`src/hdl/wit_defines.vh`:
```
// Constants for the watchdog / interval timer: register indices, field positions, reset values, prescaler masks.
// Assumes an APB master on the same clock; byte address of a register is four times its index.
`ifndef WIT_DEFINES_VH
`define WIT_DEFINES_VH
`define WIT_IDX_W         24
`define WIT_IDX_TCS       24'hFFFF74
`define WIT_IDX_CNT       24'hFFFF75
`define WIT_IDX_RCS_WR    24'hFFFF76
`define WIT_IDX_RCS_RD    24'hFFFF77
`define WIT_IDX_IRQ_STAT  24'hFFFF78
`define WIT_IDX_IRQ_MASK  24'hFFFF79
`define WIT_BIT_OVF       7
`define WIT_BIT_MODE      6
`define WIT_BIT_RUN       5
`define WIT_BIT_WATCHDOG_OVERFLOW_FLAG      7
`define WIT_BIT_INTERNAL_RESET_ENABLE      6
`define WIT_BIT_INTERNAL_RESET_TYPE_SELECT      5
`define WIT_TCS_FIXED     2'h3
`define WIT_RCS_FIXED     5'h1F
`define WIT_CNT_RESET     8'h00
`define WIT_CNT_MAX       8'hFF
`define WIT_MASK_CLOCK_SELECT_BIT0     8'h01
`define WIT_MASK_CLOCK_SELECT_BIT1     8'h03
`define WIT_MASK_CLOCK_SELECT_BIT2     8'h07
`define WIT_MASK_CKS3     8'h0F
`define WIT_MASK_CKS4     8'h1F
`define WIT_MASK_CKS5     8'h3F
`define WIT_MASK_CKS6     8'h7F
`define WIT_MASK_CKS7     8'hFF
`endif

```
`src/hdl/wit_timer.v`:
```
// Watchdog / interval timer with APB register slave and masked interrupt output.
// Assumes APB master on ref_clk; rst_b is the external reset pin, already clean and asynchronous.
`include "wit_defines.vh"
module wit_timer (
	input  wire        ref_clk,
	input  wire        rst_b,
	input  wire        psel,
	input  wire        penable,
	input  wire        pwrite,
	input  wire [25:0] paddr,
	input  wire [31:0] pwdata,
	output reg  [31:0] prdata,
	output reg         pready,
	output reg         pslverr,
	output reg         irq,
	output reg         internal_reset,
	output reg         internal_reset_manual
);
	reg  [7:0] cnt_reg;
	reg  [7:0] pre_reg;
	reg        ovf_reg;
	reg        mode_reg;
	reg        run_reg;
	reg  [2:0] cks_reg;
	reg        watchdog_overflow_flag_reg;
	reg        internal_reset_enable_reg;
	reg        internal_reset_type_select_reg;
	reg        ovf_armed_reg;
	reg        watchdog_overflow_flag_armed_reg;
	reg  [1:0] stat_reg;
	reg  [1:0] mask_reg;
	reg  [1:0] stat_next;
	reg  [1:0] mask_next;
	reg  [31:0] rd_next;
	reg        err_next;
	wire [`WIT_IDX_W-1:0] idx;
	wire       acc;
	wire       wr;
	wire       rd;
	wire       tick;
	wire       wrap;
	wire       iv_ovf;
	wire       wd_ovf;
	wire [7:0] tcs_val;
	wire [7:0] rcs_val;

	// Prescaler mask per clock select; tick when all masked bits are ones
	// Select 0 divides by two, each higher code doubles the ratio
	// Mask instead of compare: the tick stays one wide AND gate
	// Prescaler not cleared on a select change, so the first tick may come early
	// Limitation: software sees at most one short count period after a change
	// Kept as a function so the ratio table reads in one place
	function [7:0] wit_cks_mask;
		input [2:0] cks;
		begin
			case (cks)
			3'h0: wit_cks_mask = `WIT_MASK_CLOCK_SELECT_BIT0;
			3'h1: wit_cks_mask = `WIT_MASK_CLOCK_SELECT_BIT1;
			3'h2: wit_cks_mask = `WIT_MASK_CLOCK_SELECT_BIT2;
			3'h3: wit_cks_mask = `WIT_MASK_CKS3;
			3'h4: wit_cks_mask = `WIT_MASK_CKS4;
			3'h5: wit_cks_mask = `WIT_MASK_CKS5;
			3'h6: wit_cks_mask = `WIT_MASK_CKS6;
			default: wit_cks_mask = `WIT_MASK_CKS7;
			endcase
		end
	endfunction

	// Bus decode; transfer completes at the access edge with pready high
	// Byte lanes ignored: every register sits in the low byte of a word
	// All side effects key on acc, never on the setup cycle
	// Hazard avoided: a setup cycle alone must not clear or arm anything
	assign idx = paddr[25:2];
	assign acc = psel & penable & pready;
	assign wr  = acc & pwrite;
	assign rd  = acc & ~pwrite;

	assign tick = &(pre_reg | ~wit_cks_mask(cks_reg));
	assign wrap   = tick & run_reg & (cnt_reg == `WIT_CNT_MAX);
	assign iv_ovf = wrap & ~mode_reg;
	assign wd_ovf = wrap & mode_reg;

	// fixed ones in bits 4 and 3
	assign tcs_val = {ovf_reg, mode_reg, run_reg, `WIT_TCS_FIXED, cks_reg};
	assign rcs_val = {watchdog_overflow_flag_reg, internal_reset_enable_reg, internal_reset_type_select_reg, `WIT_RCS_FIXED};

	// Free-running prescaler
	// Runs even while the timer is stopped, so run and stop cost no extra logic
	// Trade-off: the first period after a start is not exact
	// Wraps freely; only its low bits matter for the short ratios
	always @(posedge ref_clk or negedge rst_b) begin
		if (!rst_b) begin
			pre_reg <= 8'h00;
		end else begin
			pre_reg <= pre_reg + 8'h01;
		end
	end

	// Counter; bus write wins over counting, watchdog overflow clears it
	// Priority: watchdog overflow, stopped, software write, tick
	// A write while stopped is dropped, the count stays zero
	// A write in the tick cycle wins, so that tick is lost
	// Limitation: a write of FF just before a tick still overflows next tick
	// Count value is read back through the read mux unchanged
	always @(posedge ref_clk or negedge rst_b) begin
		if (!rst_b) begin
			cnt_reg <= `WIT_CNT_RESET;
		end else if (wd_ovf) begin
			cnt_reg <= `WIT_CNT_RESET;
		end else if (!run_reg) begin
			cnt_reg <= `WIT_CNT_RESET;
		end else if (wr && idx == `WIT_IDX_CNT) begin
			cnt_reg <= pwdata[7:0];
		end else if (tick) begin
			cnt_reg <= cnt_reg + 8'h01;
		end
	end

	// Timer control/status; watchdog overflow resets it like an internal reset
	// Flag bit 7 is never loaded from the bus, only cleared
	// Clear needs a prior read that saw the flag set
	// Any write to this register drops that arming again
	// Hazard: a stray zero write must not lose an unseen overflow
	// Bits 4 and 3 have no storage at all
	always @(posedge ref_clk or negedge rst_b) begin
		if (!rst_b) begin
			ovf_reg       <= 1'b0;
			mode_reg      <= 1'b0;
			run_reg       <= 1'b0;
			cks_reg       <= 3'h0;
			ovf_armed_reg <= 1'b0;
		end else if (wd_ovf) begin
			ovf_reg       <= 1'b0;
			mode_reg      <= 1'b0;
			run_reg       <= 1'b0;
			cks_reg       <= 3'h0;
			ovf_armed_reg <= 1'b0;
		end else begin
			if (wr && idx == `WIT_IDX_TCS) begin
				mode_reg <= pwdata[`WIT_BIT_MODE];
				run_reg  <= pwdata[`WIT_BIT_RUN];
				cks_reg  <= pwdata[2:0];
			end
			// set wins over a clear in the same cycle
			if (iv_ovf) begin
				ovf_reg <= 1'b1;
			// write can only clear, and only after a read of 1
			end else if (wr && idx == `WIT_IDX_TCS && !pwdata[`WIT_BIT_OVF] && ovf_armed_reg) begin
				ovf_reg <= 1'b0;
			end
			// arm the clear on a read that saw the flag set
			if (rd && idx == `WIT_IDX_TCS && ovf_reg) begin
				ovf_armed_reg <= 1'b1;
			end else if (wr && idx == `WIT_IDX_TCS) begin
				ovf_armed_reg <= 1'b0;
			end
		end
	end

	// Reset control/status; only the external reset pin reinitialises it
	// The internal reset output is not fed back into this block
	// That keeps the cause of the last reset readable after it
	// Write index and read index differ; both read back the same value
	// Flag clear follows the same read-then-write arming as the timer flag
	// Low five bits are constant ones, no storage
	always @(posedge ref_clk or negedge rst_b) begin
		if (!rst_b) begin
			watchdog_overflow_flag_reg       <= 1'b0;
			internal_reset_enable_reg       <= 1'b0;
			internal_reset_type_select_reg       <= 1'b0;
			watchdog_overflow_flag_armed_reg <= 1'b0;
		// nothing here reacts to the internal reset
		end else begin
			if (wr && idx == `WIT_IDX_RCS_WR) begin
				internal_reset_enable_reg <= pwdata[`WIT_BIT_INTERNAL_RESET_ENABLE];
				internal_reset_type_select_reg <= pwdata[`WIT_BIT_INTERNAL_RESET_TYPE_SELECT];
			end
			if (wd_ovf) begin
				watchdog_overflow_flag_reg <= 1'b1;
			end else if (wr && idx == `WIT_IDX_RCS_WR && !pwdata[`WIT_BIT_WATCHDOG_OVERFLOW_FLAG] && watchdog_overflow_flag_armed_reg) begin
				watchdog_overflow_flag_reg <= 1'b0;
			end
			if (rd && idx == `WIT_IDX_RCS_RD && watchdog_overflow_flag_reg) begin
				watchdog_overflow_flag_armed_reg <= 1'b1;
			end else if (wr && idx == `WIT_IDX_RCS_WR) begin
				watchdog_overflow_flag_armed_reg <= 1'b0;
			end
		end
	end

	// Internal reset pulse; the type is held with it for the reset controller
	// Pulse lasts one clock; the reset controller must stretch it if needed
	// Type is held after the pulse so it can be sampled late
	// No pulse while reset enable is off, but counter and control still clear
	// Registered, so the pulse comes one cycle after the wrap
	always @(posedge ref_clk or negedge rst_b) begin
		if (!rst_b) begin
			internal_reset        <= 1'b0;
			internal_reset_manual <= 1'b0;
		end else begin
			internal_reset <= wd_ovf & internal_reset_enable_reg;
			if (wd_ovf && internal_reset_enable_reg) begin
				internal_reset_manual <= internal_reset_type_select_reg;
			end
		end
	end

	// Sticky interrupt status; a read clears it, but a new event in that cycle wins
	// Bit 0 interval overflow, bit 1 watchdog overflow
	// Hazard avoided: an event in the clearing read cycle is never lost
	// Mask written in the same step so irq follows at once
	// Next values shared with the irq flop for a same-edge update
	always @* begin
		stat_next = stat_reg;
		mask_next = mask_reg;
		if (rd && idx == `WIT_IDX_IRQ_STAT) begin
			stat_next = 2'h0;
		end
		if (iv_ovf) begin
			stat_next[0] = 1'b1;
		end
		if (wd_ovf) begin
			stat_next[1] = 1'b1;
		end
		if (wr && idx == `WIT_IDX_IRQ_MASK) begin
			mask_next = pwdata[1:0];
		end
	end

	always @(posedge ref_clk or negedge rst_b) begin
		if (!rst_b) begin
			stat_reg <= 2'h0;
			mask_reg <= 2'h0;
			irq      <= 1'b0;
		end else begin
			stat_reg <= stat_next;
			mask_reg <= mask_next;
			irq      <= |(stat_next & mask_next);
		end
	end

	// Read mux, evaluated in the setup cycle; unmapped indices answer an error
	// Upper data bits are always zero
	// Reads at the write index of reset control also return its value
	// Sampled one cycle early, so an event in the access cycle shows next read
	// Trade-off: zero wait states at the cost of that one-cycle lag
	always @* begin
		rd_next  = 32'h0000_0000;
		err_next = 1'b0;
		if (idx == `WIT_IDX_TCS) begin
			rd_next[7:0] = tcs_val;
		end else if (idx == `WIT_IDX_CNT) begin
			rd_next[7:0] = cnt_reg;
		end else if (idx == `WIT_IDX_RCS_RD || idx == `WIT_IDX_RCS_WR) begin
			rd_next[7:0] = rcs_val;
		end else if (idx == `WIT_IDX_IRQ_STAT) begin
			rd_next[1:0] = stat_reg;
		end else if (idx == `WIT_IDX_IRQ_MASK) begin
			rd_next[1:0] = mask_reg;
		end else begin
			err_next = 1'b1;
		end
	end

	// APB answer: ready in the first access cycle, so no wait states
	// Ready is a pulse, never held between transfers
	// Error rides with ready and only for unmapped indices
	// Read data holds until the next read setup
	// Limitation: the master must not stretch the setup cycle
	always @(posedge ref_clk or negedge rst_b) begin
		if (!rst_b) begin
			pready  <= 1'b0;
			pslverr <= 1'b0;
			prdata  <= 32'h0000_0000;
		end else begin
			pready  <= psel & ~penable;
			pslverr <= psel & ~penable & err_next;
			if (psel && !penable && !pwrite) begin
				prdata <= rd_next;
			end
		end
	end
endmodule

```
`config.mk`:
```
export PLATFORM = sky130hd
export DESIGN_NAME = wit_timer
export DESIGN_NICKNAME = d
export VERILOG_FILES = /design/src/hdl/wit_timer.v
export VERILOG_INCLUDE_DIRS = /design/src /design/src/hdl
export SDC_FILE = /design/constraint.sdc
export NUM_CORES = 1
export LEC_CHECK = 0
export BUFFER_PORTS_ARGS = -buffer_cell sky130_fd_sc_hd__clkbuf_2
export CAP_MARGIN = 5
export CORE_MARGIN = 4
export CORE_UTILIZATION = 35
export DETAILED_ROUTE_END_ITERATION = 16
export PLACE_DENSITY = 0.65
export SLEW_MARGIN = 20
export SYNTH_ARGS = -nofsm -noshare
export SYNTH_HDL_FRONTEND = slang
export SYNTH_SLANG_ARGS = --single-unit
```
`constraint.sdc`:
```
create_clock -name ref_clk -period 3.08 [get_ports ref_clk]
set_clock_uncertainty 0.2 [all_clocks]
set_input_delay 0.154 -clock ref_clk [delete_from_list [all_inputs] [get_ports ref_clk]]
set_output_delay 0.154 -clock ref_clk [all_outputs]
set_load 0.03 [all_outputs]
```
==> impl_metrics.ini <==
[cells_and_area]
stdcell_area_sq_um = 2947
seqCellArea_sq_um = 1101
antenna_cells = 0
fill_cells = 656
drive_above_1_share = 0.2212
final_common_cell = clkbuf_2
nets = 376
multi_input_area_sq_um = 1201
syn_to_final_growth_pct = 19.73
layout_common_cells = 49 x clkbuf_2, 44 x dfrtp_1, 26 x nor2_1

[critical_path]
reg2reg_slack_ps = 660
cp_max_fo = 7
path_cells = nand2_1 -> and3_1 -> a221oi_1 -> nand3_1 -> nor2_1 -> nor2_1
crit_arrival_ps = 2380
worstPathRequired_ps = 3040
startpoint_type = flip-flop
critPathMostFrequentCell = nor2_1
crit_slowest_cell = nor2_1
worstSetupPathType = reg2reg
critPathMaxStageDelay_ps = 560
critPathCaptureType = flip-flop

[die]
dieArea_sq_um = 8437
die_h_um = 91.86
rows = 30
core-area_sq_um = 6794
io_pins = 100
die_w_um = 91.86
start_util = 0.3622

[route]
via_count = 2009
avgRoutedWirePerCell_um = 13.84
drtPass1Iterations = 4
ant_nets = 0
routed_wl_um = 5646
vias_per_cell = 4.924
drt_iter0_markers = 85
drc = 0

[synth]
synthFlopType = dfrtp_1
ys_seq_area_frac = 0.4474
synthCells = 252
yosys.area.top_type = dfrtp_1
synth_area_leaders = dfrtp_1 45%, buf_4 7.3%, mux2i_1 4.1%
syn-cell-area_sq_um = 2461
yosysTopAreaCellShare = 0.4474
ys_ff_latch = 44
synth-edff-count = 0
ys_types = 47
async_flop_share = 1.000
ys_warn_count = 0
avgSynthCellArea_sq_um = 9.766

[power_and_ir_drop]
p_switching_uw = 289.5
seq_power_share = 0.505
ir_worst_vdd_uv = 174.6
swShare = 0.2526
p_per_area_nw_per_um2 = 388.9
leakage_uw = 0.001425
power_uw = 1146
comb_power_share = 0.105
clkPwrFrac = 0.390
p_int_uw = 856.5

[timing]
clock.fmax_mhz = 413.2
max_slew_margin = 0.5714
worst_slew_pin_slew_ps = 640.5
maxSlewViolCount = 0
finalSetupViolCount = 0
fin_setup_tns_ps = 0
period_share = 0.7858
rsz0062_at_grt = false
holdWs_ps = 58.57
min_period_ps = 2420
finalHoldViolations = 0

[clock_tree]
cts_tree = done
numClockSinks = 44
htreeDepth = 2
clkTransAtPathRegs_ps = 90
clock_latency_ps = 300
ctsResizeCount = 0
cts_setup_buffers = 0
ctsLongestPathBuffers = 2
cts_buffers = 5
clockRootBuffer = clkbuf_8

[global_routing]
grt_pass1_vias = 1952
grt_pass1_wl_um = 9294
grt_max_degree = 24
overflow = 0
antenna_found_initial = 0
grt_use_total = 0.1356

[placed_design]
port_buffers = 49
dpl.hpwl_um = 4287
gp_congestion = 0.8144
placedInstanceArea_sq_um = 2725

[outcome]
status = finished clean

[run]
cap_violations = 0

[min_path]
holdCritPathClass = in2reg
-- worst paths after layout --
kind                             from          to  cells after the start
hold / removal                   psel     pslverr                      3
setup / recovery           pre_reg[5]     run_reg                      6
hold reg to reg            pre_reg[6]  pre_reg[6]                      1
min in group asynchronous       rst_b   prdata[5]                      2
max in group asynchronous       rst_b  pre_reg[5]                      3
setup reg to reg           pre_reg[5]     run_reg                      6
-- metal layers --
| layer | up-vias | track usage | wire length [um] |
|---|---|---|---|
| met5 | - | 0 | 0 |
| met4 | 0 | 0.03837 | 64 |
| met3 | 7 | 0.03527 | 321 |
| met2 | 65 | 0.2178 | 2600 |
| met1 | 959 | 0.1805 | 2659 |
| li1 | 978 | - | - |
-- power by group through the flow --
stage	Sequential, uW	Clock (uW)	Combinational, uW
global route	579	482	132
finish	579	447	120
floorplan	594	0	82.6
global placement	591	0	104
CTS	579	459	121
detailed placement	591	0	110
-- cell type report --
cell class                 count  area share
inverter                       6    0.007643
clock buffer                   5     0.02335
timing repair buffer          62      0.1325
multi-input combinational    192      0.4076
tap                           96     0.04076
clock inverter                 3     0.01444
sequential                    44      0.3737
-- kinds of logic after synthesis --
kind of cell | share of synthesized area
adders and majority gates | 0.01017
DFF | 0.4474
buffers and inverters | 0.09964
other | 0.001524
and+or+nand+nor | 0.2028
AOI/OAI and AO/OA | 0.1302
xor gates and xnor gates | 0.04626
muxes | 0.06202
-- what timing repair did --
item / in CTS / in global routing
setup endpoints to repair: 0 / 0
hold buffers: 11 / 0
hold endpoints to repair: 42 / 0
-- cell usage after synthesis, types with 6 or more instances --
library cell	instances
inv_1	6
nand4_1	6
a211oi_1	8
o21ai_0	6
buf_4	24
clkbuf_1	7
o31ai_1	6
nand3_1	11
a21oi_1	8
mux2i_1	10
dfrtp_1	44
xor2_1	6
nor2_1	26
nand2_1	21
xnor2_1	7
-- worst max-delay path: cells and delay by family, from the launching register on --
family / cells / cell delay, ps
AOI/OAI and AO/OA: 1 / 490
DFF: 1 / 410
and+or+nand+nor: 5 / 1180
-- per-stage QoR --
step,setup WS (ps),instances,util
2_1_floorplan,887.3,275,-
3_3_place_gp,681.8,388,0.3971
3_5_place_dp,676.3,389,0.4011
4_1_cts,693.6,408,0.4337
5_1_grt,386.9,408,0.4337
6_report,659.6,408,0.4337
Note: power is estimated with default switching activity, not from simulation.
